`src/bcs_pkg.sv`:
```
// Beep cadence sequencer: shared constants, register map and state type.
// Assumes a 100 MHz register clock and an APB slave with 32-bit data.
package bcs_pkg;

	// Register indices; byte address is four times the index
	localparam logic [9:0] IDX_CONTROL  = 10'h0A0;
	localparam logic [9:0] IDX_REPEAT   = 10'h0A6;
	localparam logic [9:0] IDX_BURST    = 10'h0A7;
	localparam logic [9:0] IDX_SILENCE  = 10'h0A8;
	localparam logic [9:0] IDX_STATUS   = 10'h0A9;
	localparam int         ADDR_W       = 12;

	// Field positions
	localparam int         RUN_BIT      = 7;
	localparam int         REP_W        = 3;
	localparam int         DUR_W        = 6;
	localparam int         STAT_CYC_LSB = 0;
	localparam int         STAT_ST_LSB  = 6;

	// Values after reset
	localparam logic [2:0] RST_REPEAT   = 3'h0;
	localparam logic [5:0] RST_BURST    = 6'h02;
	localparam logic [5:0] RST_SILENCE  = 6'h01;

	// Repeat-count coding
	localparam logic [2:0] REP_INFINITE = 3'h7;
	localparam logic [2:0] REP_LAST_LIN = 3'h3;

	// Duration coding
	localparam logic [5:0] DUR_LIN_MAX  = 6'h14;
	localparam logic [5:0] DUR_STEP_MIN = 6'h19;
	localparam logic [5:0] DUR_STEP_MAX = 6'h3C;
	localparam logic [5:0] DUR_SIL_RSV  = 6'h3D;
	localparam logic [5:0] DUR_CONT     = 6'h3F;

	// Timing: one tick is 10 ms of the 100 MHz clock
	localparam int         TICK_MS      = 10;
	localparam int         CLK_KHZ      = 100000;
	localparam int         TICK_CYCLES  = TICK_MS * CLK_KHZ;
	localparam int         STEP_BASE_MS = 250;
	localparam int         STEP_MS      = 50;
	localparam logic [7:0] TICKS_BASE   = 8'(STEP_BASE_MS / TICK_MS);
	localparam logic [7:0] TICKS_STEP   = 8'(STEP_MS / TICK_MS);
	localparam logic [7:0] TICKS_MIN    = 8'h01;

	// Sequencer states
	typedef enum logic [1:0]
	{
		BCS_IDLE    = 2'b00,
		BCS_BURST   = 2'b01,
		BCS_SILENCE = 2'b10
	} bcs_state_t;

endpackage : bcs_pkg

```
`src/bcs_tick_gen.sv`:
```
// Beep cadence sequencer: 10 ms tick divider.
// Assumes clear comes from logic on the same clock.
`timescale 1ns/1ps
module bcs_tick_gen
#(
	parameter int CYCLES = bcs_pkg::TICK_CYCLES
)
(
	// Clock and reset
	input  wire logic pclk,
	input  wire logic presetn,
	// Control
	input  wire logic clear,
	// Tick out, one cycle wide
	output logic      tick
);

	localparam int CW = (CYCLES > 1) ? $clog2(CYCLES) : 1;
	localparam logic [CW-1:0] LAST = CW'(CYCLES - 1);

	logic [CW-1:0] count_r;
	logic [CW-1:0] count_nxt;
	logic          tick_r;
	wire           wrap = (count_r == LAST);

	// Restart on clear so each phase begins on a full tick
	assign count_nxt = (clear || wrap) ? '0 : count_r + CW'(1);

	// Divider
	always_ff @(posedge pclk or negedge presetn)
	begin
		if (!presetn)
		begin
			count_r <= '0;
			tick_r  <= 1'b0;
		end
		else
		begin
			count_r <= count_nxt;
			tick_r  <= wrap && !clear;
		end
	end

	assign tick = tick_r;

endmodule : bcs_tick_gen

```
`src/bcs_dur_decode.sv`:
```
// Beep cadence sequencer: duration code to tick count.
// Purely combinational; the caller registers whatever it needs.
`timescale 1ns/1ps
module bcs_dur_decode
(
	// Code in
	input  wire logic [5:0] code,
	// Decoded duration
	output logic      [7:0] ticks,
	output logic            cont,
	output logic            rsvd
);

	// Code classes
	wire       in_lin  = (code != 6'h00) && (code <= bcs_pkg::DUR_LIN_MAX);
	wire       in_step = (code >= bcs_pkg::DUR_STEP_MIN) && (code <= bcs_pkg::DUR_STEP_MAX);
	wire [7:0] step8   = {2'h0, 6'(code - bcs_pkg::DUR_STEP_MIN)};
	wire [7:0] step_tk = 8'(bcs_pkg::TICKS_BASE + 8'(step8 * bcs_pkg::TICKS_STEP));

	// Reserved and zero codes get one tick, a safe short gap
	assign ticks = in_lin ? {2'h0, code}
	             : (in_step ? step_tk : bcs_pkg::TICKS_MIN);
	assign cont  = (code == bcs_pkg::DUR_CONT);
	assign rsvd  = !in_lin && !in_step && !cont;

endmodule : bcs_dur_decode

```
`src/bcs_sequencer.sv`:
```
// Beep cadence sequencer: APB registers and the burst/silence state machine.
// Assumes the tone synthesiser sits on pclk and pulses zero_cross each
// time its waveform crosses zero; tone_en gates that synthesiser.
//
// The APB interface to the registers is this design's own decision.
`timescale 1ns/1ps

// What this block does
// - 3-bit repeat code: 1,2,3,4,8,16,32 cycles
// - Code 111 repeats until run cleared
// - Burst codes 0x1-0x14 give 10 ms steps
// - Burst codes 0x15-0x18 reserved, undefined length; this block gives them one tick
// - Codes 0x19-0x3C: 250 ms plus 50 ms steps
// - Burst code all ones sounds continuously
// - Silence field uses same millisecond coding
// - Silence code 0x3D reserved, undefined length; this block gives it one tick
// - Silence code 0x3F means continuous silence
// - Run bit starts; device clears it when done
// - Clearing run finishes current beep cycle
// - Continuous tone stops at next zero crossing
module bcs_sequencer
#(
	parameter int TICK_CYCLES = bcs_pkg::TICK_CYCLES
)
(
	// Clock and reset
	input  wire logic                      pclk,
	input  wire logic                      presetn,
	// APB slave
	input  wire logic                      psel,
	input  wire logic                      penable,
	input  wire logic                      pwrite,
	input  wire logic [bcs_pkg::ADDR_W-1:0] paddr,
	input  wire logic [31:0]               pwdata,
	output logic      [31:0]               prdata,
	output logic                           pready,
	output logic                           pslverr,
	// Tone synthesiser side
	input  wire logic                      zero_cross,
	output logic                           tone_en,
	output logic                           seq_active
);

	// Registers
	logic                      run_r;
	logic                      run_nxt;
	logic [bcs_pkg::REP_W-1:0] rep_r;
	logic [bcs_pkg::DUR_W-1:0] burst_r;
	logic [bcs_pkg::DUR_W-1:0] sil_r;
	bcs_pkg::bcs_state_t       state_r;
	bcs_pkg::bcs_state_t       state_nxt;
	logic [7:0]                tick_cnt_r;
	logic [7:0]                tick_cnt_nxt;
	logic [5:0]                cyc_cnt_r;
	logic [5:0]                cyc_cnt_nxt;
	logic                      tone_en_r;
	logic                      active_r;
	logic [31:0]               prdata_r;
	logic                      pslverr_r;

	// Decoder and divider results
	logic [7:0]                burst_ticks;
	logic                      burst_cont;
	logic [7:0]                sil_ticks;
	logic                      sil_cont;
	logic                      tick_p;

	// APB decode
	wire [9:0] idx        = paddr[bcs_pkg::ADDR_W-1:2];
	wire       aligned    = (paddr[1:0] == 2'h0);
	wire       hit_ctrl   = aligned && (idx == bcs_pkg::IDX_CONTROL);
	wire       hit_rep    = aligned && (idx == bcs_pkg::IDX_REPEAT);
	wire       hit_burst  = aligned && (idx == bcs_pkg::IDX_BURST);
	wire       hit_sil    = aligned && (idx == bcs_pkg::IDX_SILENCE);
	wire       hit_stat   = aligned && (idx == bcs_pkg::IDX_STATUS);
	wire       addr_ok    = hit_ctrl || hit_rep || hit_burst || hit_sil || hit_stat;
	wire       setup_ph   = psel && !penable;
	wire       wr_access  = psel && penable && pwrite;
	wire       wr_ctrl    = wr_access && hit_ctrl;
	wire       wr_rep     = wr_access && hit_rep;
	wire       wr_burst   = wr_access && hit_burst;
	wire       wr_sil     = wr_access && hit_sil;

	// Read mux; reserved bits read as zero
	wire [7:0] rd_ctrl    = {run_r, 7'h00};
	wire [7:0] rd_rep     = {5'h00, rep_r};
	wire [7:0] rd_burst   = {2'h0, burst_r};
	wire [7:0] rd_sil     = {2'h0, sil_r};
	wire [7:0] rd_stat    = {state_r, cyc_cnt_r};
	wire [7:0] rd_byte    = ({8{hit_ctrl}} & rd_ctrl) | ({8{hit_rep}} & rd_rep)
	                      | ({8{hit_burst}} & rd_burst) | ({8{hit_sil}} & rd_sil)
	                      | ({8{hit_stat}} & rd_stat);

	// Duration fields decoded by one shared module each
	bcs_dur_decode u_burst_dec
	(
		.code  (burst_r),
		.ticks (burst_ticks),
		.cont  (burst_cont),
		.rsvd  ()
	);

	bcs_dur_decode u_sil_dec
	(
		.code  (sil_r),
		.ticks (sil_ticks),
		.cont  (sil_cont),
		.rsvd  ()
	);

	// Repeat target; infinite code has no target
	// Codes above the linear range double from eight: 4->8, 5->16, 6->32
	wire       rep_inf    = (rep_r == bcs_pkg::REP_INFINITE);
	wire [5:0] rep_target = (rep_r <= bcs_pkg::REP_LAST_LIN) ? 6'(rep_r + 3'h1)
	                      : 6'(6'h01 << (rep_r - 3'h1));

	// Phase ends and stop conditions
	wire       in_idle    = (state_r == bcs_pkg::BCS_IDLE);
	wire       in_burst   = (state_r == bcs_pkg::BCS_BURST);
	wire       in_sil     = (state_r == bcs_pkg::BCS_SILENCE);
	wire [8:0] tick_next  = {1'b0, tick_cnt_r} + 9'h001;
	wire       start_p    = in_idle && run_r;
	wire       burst_end  = in_burst && !burst_cont && tick_p
	                      && (tick_next >= {1'b0, burst_ticks});
	wire       zc_stop    = in_burst && burst_cont && !run_r && zero_cross;
	wire       sil_end    = in_sil && !sil_cont && tick_p
	                      && (tick_next >= {1'b0, sil_ticks});
	wire       sil_abort  = in_sil && sil_cont && !run_r;
	wire       last_cyc   = !rep_inf && ((cyc_cnt_r + 6'h01) == rep_target);
	wire       done_auto  = sil_end && last_cyc;
	wire       phase_clr  = start_p || burst_end || sil_end;

	// 10 ms tick, restarted at every phase boundary
	bcs_tick_gen
	#(
		.CYCLES (TICK_CYCLES)
	)
	u_tick
	(
		.pclk    (pclk),
		.presetn (presetn),
		.clear   (phase_clr),
		.tick    (tick_p)
	);

	// Run bit: a software write of 1 wins over the hardware clear
	// Hardware clears it only at the end of the last counted silence
	assign run_nxt = wr_ctrl ? pwdata[bcs_pkg::RUN_BIT] : (done_auto ? 1'b0 : run_r);

	// Next state
	// Reserved codes never stall: the decoder maps them to one tick
	always_comb
	begin
		state_nxt = state_r;
		case (state_r)
			bcs_pkg::BCS_IDLE:
			begin
				if (start_p)
					state_nxt = bcs_pkg::BCS_BURST;
			end
			bcs_pkg::BCS_BURST:
			begin
				if (zc_stop)
					state_nxt = bcs_pkg::BCS_IDLE;
				else if (burst_end)
					state_nxt = bcs_pkg::BCS_SILENCE;
			end
			bcs_pkg::BCS_SILENCE:
			begin
				if (sil_abort)
					state_nxt = bcs_pkg::BCS_IDLE;
				else if (sil_end && (last_cyc || !run_r))
					state_nxt = bcs_pkg::BCS_IDLE;
				else if (sil_end)
					state_nxt = bcs_pkg::BCS_BURST;
			end
			default:
				state_nxt = bcs_pkg::BCS_IDLE;
		endcase
	end

	// Tick and cycle counters; a fresh start zeroes both
	assign tick_cnt_nxt = phase_clr ? 8'h00 : (tick_p ? tick_next[7:0] : tick_cnt_r);
	assign cyc_cnt_nxt  = start_p ? 6'h00
	                    : ((sil_end && !rep_inf) ? cyc_cnt_r + 6'h01 : cyc_cnt_r);

	// Sequencer registers
	always_ff @(posedge pclk or negedge presetn)
	begin
		if (!presetn)
		begin
			state_r    <= bcs_pkg::BCS_IDLE;
			tick_cnt_r <= 8'h00;
			cyc_cnt_r  <= 6'h00;
			tone_en_r  <= 1'b0;
			active_r   <= 1'b0;
		end
		else
		begin
			state_r    <= state_nxt;
			tick_cnt_r <= tick_cnt_nxt;
			cyc_cnt_r  <= cyc_cnt_nxt;
			tone_en_r  <= (state_nxt == bcs_pkg::BCS_BURST);
			active_r   <= (state_nxt != bcs_pkg::BCS_IDLE);
		end
	end

	// Software-visible registers; fields may change mid-sequence
	always_ff @(posedge pclk or negedge presetn)
	begin
		if (!presetn)
		begin
			run_r   <= 1'b0;
			rep_r   <= bcs_pkg::RST_REPEAT;
			burst_r <= bcs_pkg::RST_BURST;
			sil_r   <= bcs_pkg::RST_SILENCE;
		end
		else
		begin
			run_r <= run_nxt;
			if (wr_rep)
				rep_r <= pwdata[bcs_pkg::REP_W-1:0];
			if (wr_burst)
				burst_r <= pwdata[bcs_pkg::DUR_W-1:0];
			if (wr_sil)
				sil_r <= pwdata[bcs_pkg::DUR_W-1:0];
		end
	end

	// Read data and error latched in setup, so access needs no wait
	always_ff @(posedge pclk or negedge presetn)
	begin
		if (!presetn)
		begin
			prdata_r  <= 32'h0000_0000;
			pslverr_r <= 1'b0;
		end
		else if (setup_ph)
		begin
			prdata_r  <= {24'h00_0000, rd_byte};
			pslverr_r <= !addr_ok;
		end
	end

	assign prdata     = prdata_r;
	assign pslverr    = pslverr_r;
	assign pready     = 1'b1;
	assign tone_en    = tone_en_r;
	assign seq_active = active_r;
endmodule : bcs_sequencer

```
`config.mk`:
```
export PLATFORM = sky130hd
export DESIGN_NAME = bcs_sequencer
export DESIGN_NICKNAME = d
export VERILOG_FILES = /design/src/bcs_pkg.sv /design/src/bcs_tick_gen.sv /design/src/bcs_dur_decode.sv /design/src/bcs_sequencer.sv
export SDC_FILE = /design/constraint.sdc
export NUM_CORES = 1
export LEC_CHECK = 0
export ABC_AREA = 1
export CORE_ASPECT_RATIO = 1.4
export CORE_MARGIN = 2
export CORE_UTILIZATION = 66
export CTS_BUF_LIST = sky130_fd_sc_hd__clkbuf_16
export CTS_CLUSTER_DIAMETER = 100
export DETAILED_ROUTE_END_ITERATION = 8
export DONT_BUFFER_PORTS = 1
export PLACE_DENSITY = 0.82
export SYNTH_ARGS = -nofsm -noshare
export SYNTH_HDL_FRONTEND = slang
export SYNTH_HIERARCHICAL = 1
export SYNTH_SLANG_ARGS = --single-unit
```
`constraint.sdc`:
```
create_clock -name pclk -period 10.91 [get_ports pclk]
set_input_delay 1.6365 -clock pclk [delete_from_list [all_inputs] [get_ports pclk]]
set_output_delay 1.6365 -clock pclk [all_outputs]
set_load 0.02 [all_outputs]
```
==> impl_metrics.ini <==
[clock_network]
clockBufferDepth = 2
path_clk_slew_ns = 0.05
htree_levels = 3
holdBufCountCts = 0
cts_sinks = 64
worst_skew_pair.late_latency_ns = 0.34
cts-resized-gates = 0
post-cts-setup-buffers = 0
cts-root-buf = clkbuf_16
cts_tree = built
numCtsBuffers = 9

[die]
dieArea_mm2 = 0.00935
die_w_um = 82.3
die_h_um = 114
coreArea_mm2 = 0.00846
pin_count = 86
rows = 40
initial_core_util_pct = 67.0

[grt]
grt_max_degree = 65
antenna_found_initial = 0
grtUsageMet2_pct = 50.0
grt_pass1_wl_mm = 21.1
track_usage_pct = 28.8
grt_pass1_vias = 4738
grt_use_met1_pct = 33.8
busiest_layer = met2
met3_usage_pct = 5.78
overflow = 0

[route]
first_iter_violations = 269
vias = 5008
routedWlPerCell_um = 13.9
dr.pass1.iters = 5
routed_wl_mm = 12.6
viasPerCell = 5.54
post-route-drc-count = 0
ant_nets = 0

[sta]
period_needed_ns = 4.97
rsz0062_at_grt = no
slew_headroom_pct = 48.0
fin_tns_setup_ns = 0
finalMaxSlewViolations = 0
hold_viol = 0
post-route-worst-setup-slack_ns = 5.94
tightest_slew_ns = 0.777
finalCritPeriodShare_pct = 45.6
fmax_mhz = 201
fin_skew_ns = 0.00526
setup_viol = 0

[setup_path]
end_kind = flop
setup.worst_path.start_class = flop
cpMostUsedCell = inv_1
slowest_delay_ns = 0.54
critPathMaxFanout = 19
critPathArrivalTime_ns = 5.18
critical_path_class = flop to flop
r2r_setup_slack_ns = 5.94
critPathSlowestCell = fa_1
worstPathRequired_ns = 11.12

[placed_design]
place_area_mm2 = 0.00564
dp_hpwl_mm = 9.64
place_ws_ns = 6.03
port_buffers = 0
place.gp.congestion = 0.908

[pwr]
p_leak_nw = 2.98
p_per_area_mw_per_mm2 = 92.4
ir_drop_uv = 92.4
switchingPower_w = 0.000128
seqPwrFrac_pct = 45.4
p_comb_share_pct = 3.6
internal_power_w = 0.000420
p_sw_share_pct = 23.3
p_clk_share_pct = 50.9
power.total_w = 0.000547

[final_layout]
final_cell_mix = nand2_1 (195), inv_1 (112), nor2_1 (79)
final_common_cell = nand2_1
syn_to_final_growth_pct = 4.57
design_area_mm2 = 0.00593
diodes = 0
nets = 899
drive_gt1_share_pct = 8.76

[synth]
syn_inst = 793
synth_warnings = 6
synth_area_mm2 = 0.00567
syn_avg_cell_area_um2 = 7.15

[outcome]
status = finished clean

[job]
max_cap_violations = 0

[min_path]
hp-class = flop to flop
-- critical path: cells and delay by family, from the launching register on --
kind,cells,cell delay (ns)
AND/OR/NAND/NOR,10,1.25
adder cells (fa/ha/maj),4,1.46
XOR/XNOR,1,0.25
buffers and inverters,7,0.69
flip-flops,1,0.48
AO/OA/AOI/OAI,4,0.71
-- flip-flops by register name, summed over array words and instances (netlist names), 2 cells and up --
register,count
burst_r,6
cyc_cnt_r,6
prdata,8
rep_r,3
sil_r,6
state_r,2
tick_cnt_r,8
u_tick/count_r,20
-- path summary, 6_finish.rpt --
check	start	to	cells past startpoint
setup / recovery	burst_r[0]	u_tick/count_r[14]	26
max in group asynchronous	presetn	sil_r[0]	0
setup reg to reg	burst_r[0]	u_tick/count_r[14]	26
hold reg to reg	u_tick/count_r[0]	u_tick/count_r[0]	1
min in group asynchronous	presetn	u_tick/count_r[17]	0
hold / removal	u_tick/count_r[0]	u_tick/count_r[0]	1
-- through the flow --
step	hold slack [ns]	instances	util, %
after global placement	0.502	888	66.7
after global routing	0.540	904	70.1
after floorplan	0.472	816	-
after CTS	0.511	904	70.1
final	0.508	904	70.1
after detailed placement	0.501	888	66.7
-- power groups by stage --
stage	Combinational (W)	Clock, W	Sequential [W]
2_1_floorplan	0.0000239	0	0.000251
3_3_place_gp	0.0000189	0	0.000253
3_5_place_dp	0.0000195	0	0.000253
4_1_cts	0.0000197	0.000280	0.000249
5_1_grt	0.0000224	0.000291	0.000249
6_report	0.0000200	0.000279	0.000249
-- layer usage --
layer / vias up / part of all wire (%) / routed length, um
li1: 2491 / - / -
met1: 2339 / 41 / 5100
met2: 143 / 52 / 6490
met3: 35 / 4.7 / 584
met4: 0 / 3.1 / 386
met5: - / 0 / 0
-- final cells by class --
type                            instances  area (um2)
Tap cell                              105         131
Sequential cell                        64        1600
Multi-Input combinational cell        602        3460
Clock inverter                          7        62.6
Inverter                              117         439
Fill cell                             719        2530
Clock buffer                            9         225
Note: power is estimated with default switching activity, not from simulation.
